[config.mk]
export PLATFORM = sky130hd
export DESIGN_NAME = ldocrb_bank
export DESIGN_NICKNAME = d
export VERILOG_FILES = /design/src/pkg/ldocrb_pkg.sv /design/src/core/ldocrb_vdecode.sv /design/src/core/ldocrb_bank.sv
export SDC_FILE = /design/constraint.sdc
export NUM_CORES = 1
export LEC_CHECK = 0
export ABC_AREA = 1
export BUFFER_PORTS_ARGS = -buffer_cell sky130_fd_sc_hd__buf_4
export CORE_UTILIZATION = 45
export DETAILED_ROUTE_END_ITERATION = 16
export MAX_ROUTING_LAYER = met4
export PLACE_DENSITY = 0.69
export SYNTH_ARGS = -nofsm -noshare
export SYNTH_HDL_FRONTEND = slang
export SYNTH_SLANG_ARGS = --single-unit
[constraint.sdc]
create_clock -name clk_i -period 6.95 [get_ports clk_i]
set_clock_uncertainty 0.05 [all_clocks]
set_input_delay 1.0425 -clock clk_i [delete_from_list [all_inputs] [get_ports clk_i]]
set_output_delay 1.0425 -clock clk_i [all_outputs]
set_load 0.03 [all_outputs]
[src/pkg/ldocrb_pkg.sv]
/*
 * package for the upper regulator control register bank: offsets, field positions,
 * reset values and voltage-table constants.
 * assumes the serial control interface presents byte-wide register accesses.
 */
package ldocrb_pkg;
	localparam int NUM_REG = 6;
	localparam logic [7:0] OFS_REG5 = 8'h1C;
	localparam logic [7:0] OFS_REG6 = 8'h1D;
	localparam logic [7:0] OFS_REG7 = 8'h1E;
	localparam logic [7:0] OFS_REG8 = 8'h1F;
	localparam logic [7:0] OFS_REG9 = 8'h20;
	localparam logic [7:0] OFS_REG10 = 8'h21;
	localparam int BIT_ENABLE = 7;
	localparam int BIT_LOWPWR = 6;
	localparam int BIT_RANGE = 5;
	localparam logic RST_LOWPWR = 1'h0;
	localparam logic [5:0] SEL_UPPER_BASE = 6'h20;
	localparam logic [5:0] SEL_TOP_STEP = 6'h3C;
	localparam logic [11:0] MV_LOW_BASE = 12'h320;
	localparam logic [11:0] MV_LOW_STEP = 12'h019;
	localparam logic [11:0] MV_UP_BASE = 12'h640;
	localparam logic [11:0] MV_UP_STEP = 12'h032;
	localparam logic [11:0] MV_TOP_BASE = 12'hBB8;
	localparam logic [11:0] MV_TOP_STEP = 12'h064;
	typedef logic [7:0] ldocrb_byte_t;
endpackage

[src/core/ldocrb_vdecode.sv]
/*
 * voltage-code decoder: maps an effective 6-bit code to millivolts.
 * assumes the caller has already forced the range bit for upper-only regulators.
 */
`timescale 1ns/1ps
module ldocrb_vdecode (
	input wire logic [5:0] sel_i,
	output logic [11:0] mv_o
);
	import ldocrb_pkg::*;

	always_comb begin
		if (sel_i[BIT_RANGE] == 1'b0) begin
			mv_o = MV_LOW_BASE + MV_LOW_STEP * {6'h00, sel_i};
		end else if (sel_i <= SEL_TOP_STEP) begin
			mv_o = MV_UP_BASE + MV_UP_STEP * {6'h00, sel_i - SEL_UPPER_BASE};
		end else begin
			mv_o = MV_TOP_BASE + MV_TOP_STEP * {6'h00, sel_i - SEL_TOP_STEP};
		end
	end
endmodule

[src/core/ldocrb_bank.sv]
/*
 * regulator control register bank for regulators five through ten.
 * assumes the serial interface gives one-cycle read and write strobes with byte address,
 * and that the one-time-programmable defaults are stable at the first clock edge after reset is released.
 */
`timescale 1ns/1ps
module ldocrb_bank (
	input wire logic clk_i,
	input wire logic arst_n_i,
	input wire logic [7:0] addr_i,
	input wire logic wr_i,
	input wire logic rd_i,
	input wire ldocrb_pkg::ldocrb_byte_t wdata_i,
	input wire logic [47:0] otp_default_i,
	input wire logic [5:0] force_off_i,
	output ldocrb_pkg::ldocrb_byte_t rdata_o,
	output logic rvalid_o,
	output logic [5:0] enable_o,
	output logic [5:0] lowpwr_o,
	output logic [35:0] sel_o,
	output logic [11:0] mv_o,
	output logic [2:0] mv_idx_o
);
	import ldocrb_pkg::*;

	// index 0 is the fifth regulator, index 5 the tenth
	function automatic logic [2:0] reg_index(input logic [7:0] a);
		return 3'(a - OFS_REG5);
	endfunction

	function automatic logic hit(input logic [7:0] a);
		return (a >= OFS_REG5) && (a <= OFS_REG10);
	endfunction

	function automatic logic [5:0] eff_sel(input logic [2:0] idx, input logic [5:0] s);
		// the fifth regulator only has the upper range, so bit 5 never reaches the decoder as zero
		return (idx == 3'h0) ? (s | SEL_UPPER_BASE) : s;
	endfunction

	ldocrb_byte_t regs [NUM_REG];
	ldocrb_byte_t next_regs [NUM_REG];
	logic loaded;
	logic next_loaded;
	ldocrb_byte_t next_rdata;
	logic next_rvalid;
	logic [5:0] next_enable;
	logic [5:0] next_lowpwr;
	logic [35:0] next_sel;
	logic [2:0] scan;
	logic [2:0] next_scan;
	logic [11:0] next_mv;
	logic [11:0] dec_mv;

	ldocrb_vdecode ldocrb_vdecode_i (
		.sel_i(eff_sel(scan, regs[scan][5:0])),
		.mv_o(dec_mv)
	);

	always_comb begin
		next_loaded = 1'b1;
		for (int i = 0; i < NUM_REG; i++) begin
			next_regs[i] = regs[i];
			if (!loaded) begin
				// defaults are taken after reset release, never as async reset values
				next_regs[i] = otp_default_i[i*8 +: 8];
				next_regs[i][BIT_LOWPWR] = RST_LOWPWR;
			end
		end
		// writes to offsets outside the bank are ignored here; other blocks own them
		if (loaded && wr_i && hit(addr_i)) begin
			next_regs[reg_index(addr_i)] = wdata_i;
		end
		next_rvalid = rd_i;
		next_rdata = 8'h00;
		if (rd_i && hit(addr_i)) begin
			next_rdata = regs[reg_index(addr_i)];
		end
		for (int i = 0; i < NUM_REG; i++) begin
			next_enable[i] = next_regs[i][BIT_ENABLE] && !force_off_i[i];
			next_lowpwr[i] = next_regs[i][BIT_LOWPWR];
			next_sel[i*6 +: 6] = eff_sel(3'(i), next_regs[i][5:0]);
		end
		next_scan = (scan == 3'(NUM_REG - 1)) ? 3'h0 : 3'(scan + 3'h1);
		next_mv = dec_mv;
	end

	always_ff @(posedge clk_i or negedge arst_n_i) begin
		if (!arst_n_i) begin
			for (int i = 0; i < NUM_REG; i++) begin
				regs[i] <= 8'h00;
			end
			loaded <= 1'b0;
			rdata_o <= 8'h00;
			rvalid_o <= 1'b0;
			enable_o <= 6'h00;
			lowpwr_o <= 6'h00;
			sel_o <= 36'h0;
			scan <= 3'h0;
			mv_o <= 12'h000;
			mv_idx_o <= 3'h0;
		end else begin
			regs <= next_regs;
			loaded <= next_loaded;
			rdata_o <= next_rdata;
			rvalid_o <= next_rvalid;
			enable_o <= next_enable;
			lowpwr_o <= next_lowpwr;
			sel_o <= next_sel;
			scan <= next_scan;
			mv_o <= next_mv;
			mv_idx_o <= scan;
		end
	end
endmodule

==> results.yml <==
outcome:
  outcome: "finished, final reports clean"
route:
  first_pass_iters: 5
  wl_per_cell_um: 16.15
  initialDrtViolationCount: 322
  drc: 0
  vias_per_cell: 5.293
  ant_nets: 0
  wl_mm: 16.12
  num_vias: 5282
timing:
  period_needed_ps: 4773
  grt_setup_unrepaired: "false"
  worstMarginPinSlew_ps: 1028
  fmaxAchievable_mhz: 209.5
  report.final.slew_viol_count: 0
  slew_headroom_pct: 31.48
  post-route-period-util_pct: 68.67
  setup_tns_ps: 0
  hold_viol_final: 0
  setup_viol: 0
place:
  dpl.cell_count: 982
  dpl-instance-area_um2: 6749
  gp_congestion: 0.9446
  port_buffers: 139
  dp_hpwl_mm: 12.48
clocking:
  clk_latency_ps: 350
  cts_sinks: 82
  root_buffer: "clkbuf_16"
  cts_tree: "built"
  ctsHoldBuffers: 0
  clk_pin_slew_ps: 60
  cts_buffer_depth: 2
  numCtsBuffers: 9
  cts_setup_buffers: 0
  htree_levels: 3
  ctsResizeCount: 0
worst_setup_path:
  crit_path_cell_trace: "nor2_4 > nand2_1 > inv_1 > nand2_1 > nand2_1 > a21oi_2 > inv_1 > ha_1 > xnor2_1 > inv_1 > nor2_1 > nor2_1 > ha_1 > ha_1 > ha_1 > nand3_1 > nand3_1 > xor2_1 > nand2_1 > nor2_1 > nand3_1 > nand3_1 > nand3_1 > a21oi_1"
  cpPeakStageDelay_ps: 640
  critical_path_arrival_ps: 5000
  crit_fanout: 13
  crit_type: "reg2reg"
  cp_common_cell: "nand3_1"
  crit_buf_inv: 3
  endpoint_kind: "flop"
  cp_top_family: "simple AND/OR/NAND/NOR gates"
  required_ps: 7180
  cp-start-kind: "flop"
  critical_path_depth: 24
  rr_worst_depth: 24
  slowest_stage: "dfrtp_1"
die:
  rows: 41
  die_y_um: 116.4
  die_x_um: 116.4
  die_area_um2: 13540
  core_um2: 12670
  start_util_pct: 46.44
  io-pin-count: 146
global_routing:
  grt_max_degree: 83
  grt_pass1_vias: 5212
  grt_pass1_wl_mm: 25.84
  antenna_found_initial: 0
  grt_overflow: 0
  grt_usage_pct: 26.02
cells_and_area:
  post-route-cell-area_um2: 7029
  area_growth_pct: 19.46
  seqCellArea_um2: 2053
  layout.cells.non_filler: 998
  fill_cells: 1169
  antenna_cells: 0
  nNetsFinal: 954
  multiInputGateArea_um2: 3152
  drive_gt1_share_pct: 20.58
  finalCoreUtilization_pct: 55.48
min_path:
  hold_class: "reg2reg"
  whs_path_depth: 0
synth:
  async_flop_share_pct: 100.0
  synth_flop_cell: "dfrtp_1"
  syn_area_um2: 5884
  synth-edff-count: 0
  synthTopCellsByCount: "179 x nand2_1, 82 x dfrtp_1, 70 x inv_1"
  synth_area_leader_cell: "dfrtp_1"
  ys_seq_area_share_pct: 34.87
  synthesis.nets: 862
  synth_area_leaders: "dfrtp_1 35%, ha_1 12%, nand2_1 11%"
  synth_seq_cells: 82
  ys_types: 42
  syn_inst: 729
  post-synth-top-count-cell: "nand2_1"
  synth_top_area_share_pct: 34.87
  ys_warn_count: 0
  synth.avg_cell_area_um2: 8.072
pwr:
  ir_drop_v: 0.00009864
  p_total_uw: 1901
  power_density_nw_per_um2: 270.5
  leakagePower_uw: 0.003636
flow_run:
  maxCapViolations: 0
-- cell usage in the layout (no fill, tap or decap), types with 2 or more instances in the layout --
master / Yosys / final
nor3_1: 6 / 6
xnor2_1: 9 / 9
nor4_1: 4 / 4
buf_4: 46 / 140
nor2_1: 44 / 44
a31oi_1: 3 / 3
fa_1: 4 / 4
nor2_2: 5 / 5
a21oi_1: 19 / 19
clkinv_1: 3 / 3
dfrtp_1: 82 / 81
inv_6: 0 / 2
o211ai_1: 2 / 2
o21ai_1: 5 / 5
nand2_1: 179 / 179
o21a_1: 2 / 2
o22ai_1: 18 / 18
clkbuf_16: 0 / 9
clkbuf_1: 6 / 2
nand3_1: 28 / 28
inv_1: 70 / 70
or2_2: 3 / 3
a22oi_1: 3 / 3
nand4_1: 3 / 3
o221ai_1: 2 / 2
xor2_1: 10 / 10
o21ai_0: 59 / 59
a2111oi_0: 3 / 3
ha_1: 55 / 55
mux2i_1: 36 / 36
-- final timing paths --
check	start	end	slack, ps
max reg2reg	scan[1]$_DFF_PN0_	mv_o[11]$_DFF_PN0_	2180
max	scan[1]$_DFF_PN0_	mv_o[11]$_DFF_PN0_	2180
min reg2reg	scan[2]$_DFF_PN0_	mv_idx_o[2]$_DFF_PN0_	500
min	scan[2]$_DFF_PN0_	mv_idx_o[2]$_DFF_PN0_	500
max in group asynchronous	arst_n_i	sel_o[5]$_DFF_PN0_	5300
min in group asynchronous	arst_n_i	enable_o[1]$_DFF_PN0_	820
-- per-stage QoR --
stage / hold WS, ps / setup slack (ps)
2_1_floorplan: 304.8 / 3066
3_5_place_dp: 486.1 / 2282
4_1_cts: 498.9 / 2192
5_1_grt: 525.4 / 1672
6_report: 502.7 / 2177
3_3_place_gp: 478.5 / 2384
-- area by class of cell --
type,instances,share of cell area [%]
multi-input combinational,514,44.84
clock buffer,12,3.507
timing repair buffer,140,14.95
clock inverter,4,0.4806
sequential,82,29.21
tap,172,3.062
inverter,74,3.952
-- power breakdown --
group	internal [µW]	total [µW]	switching (µW)
combinational	336	870	534
clock	255	460	204
sequential	531	572	41.2
-- metal layers --
metal | routed length (µm) | track usage, %
met1 | 7029 | 32.78
met4 | 334 | 10.09
met3 | 1283 | 5.293
met2 | 7472 | 41.03
met5 | 0 | -
-- flip-flops by register name, indices dropped and copies added, names as in the netlist --
register and cells:
rdata_o 8, regs 15, rvalid_o 1, enable_o 6, scan 3, lowpwr_o 4
mv_idx_o 3, sel_o 30, mv_o 12
-- cell families (layout without fill, tap and decap cells) --
logic type               count (synthesis)  in the layout  share of synthesized area (%)
AND/OR/NAND/NOR                        278            278                          19.88
buffers and inverters                  133            230                          11.57
AO/OA/AOI/OAI                          121            121                          11.61
flip-flops                              82             82                          34.87
adder cells (fa/ha/maj)                 59             59                          13.06
multiplexers                            36             36                          6.124
XOR/XNOR                                19             19                          2.828
other                                    1              1                        0.06373
-- worst register-to-register path, stage by stage, from the launching register on --
cell and delay [ps]:
dfrtp_1 640, nor2_4 100, nand2_1 150, inv_1 80, nand2_1 70, nand2_1 70
a21oi_2 380, inv_1 220, ha_1 270, xnor2_1 290, inv_1 110, nor2_1 100
nor2_1 60, ha_1 310, ha_1 310, ha_1 340, nand3_1 90, nand3_1 100
xor2_1 300, nand2_1 90, nor2_1 130, nand3_1 100, nand3_1 80, nand3_1 110
a21oi_1 160
Note: power is estimated with default switching activity, not from simulation.
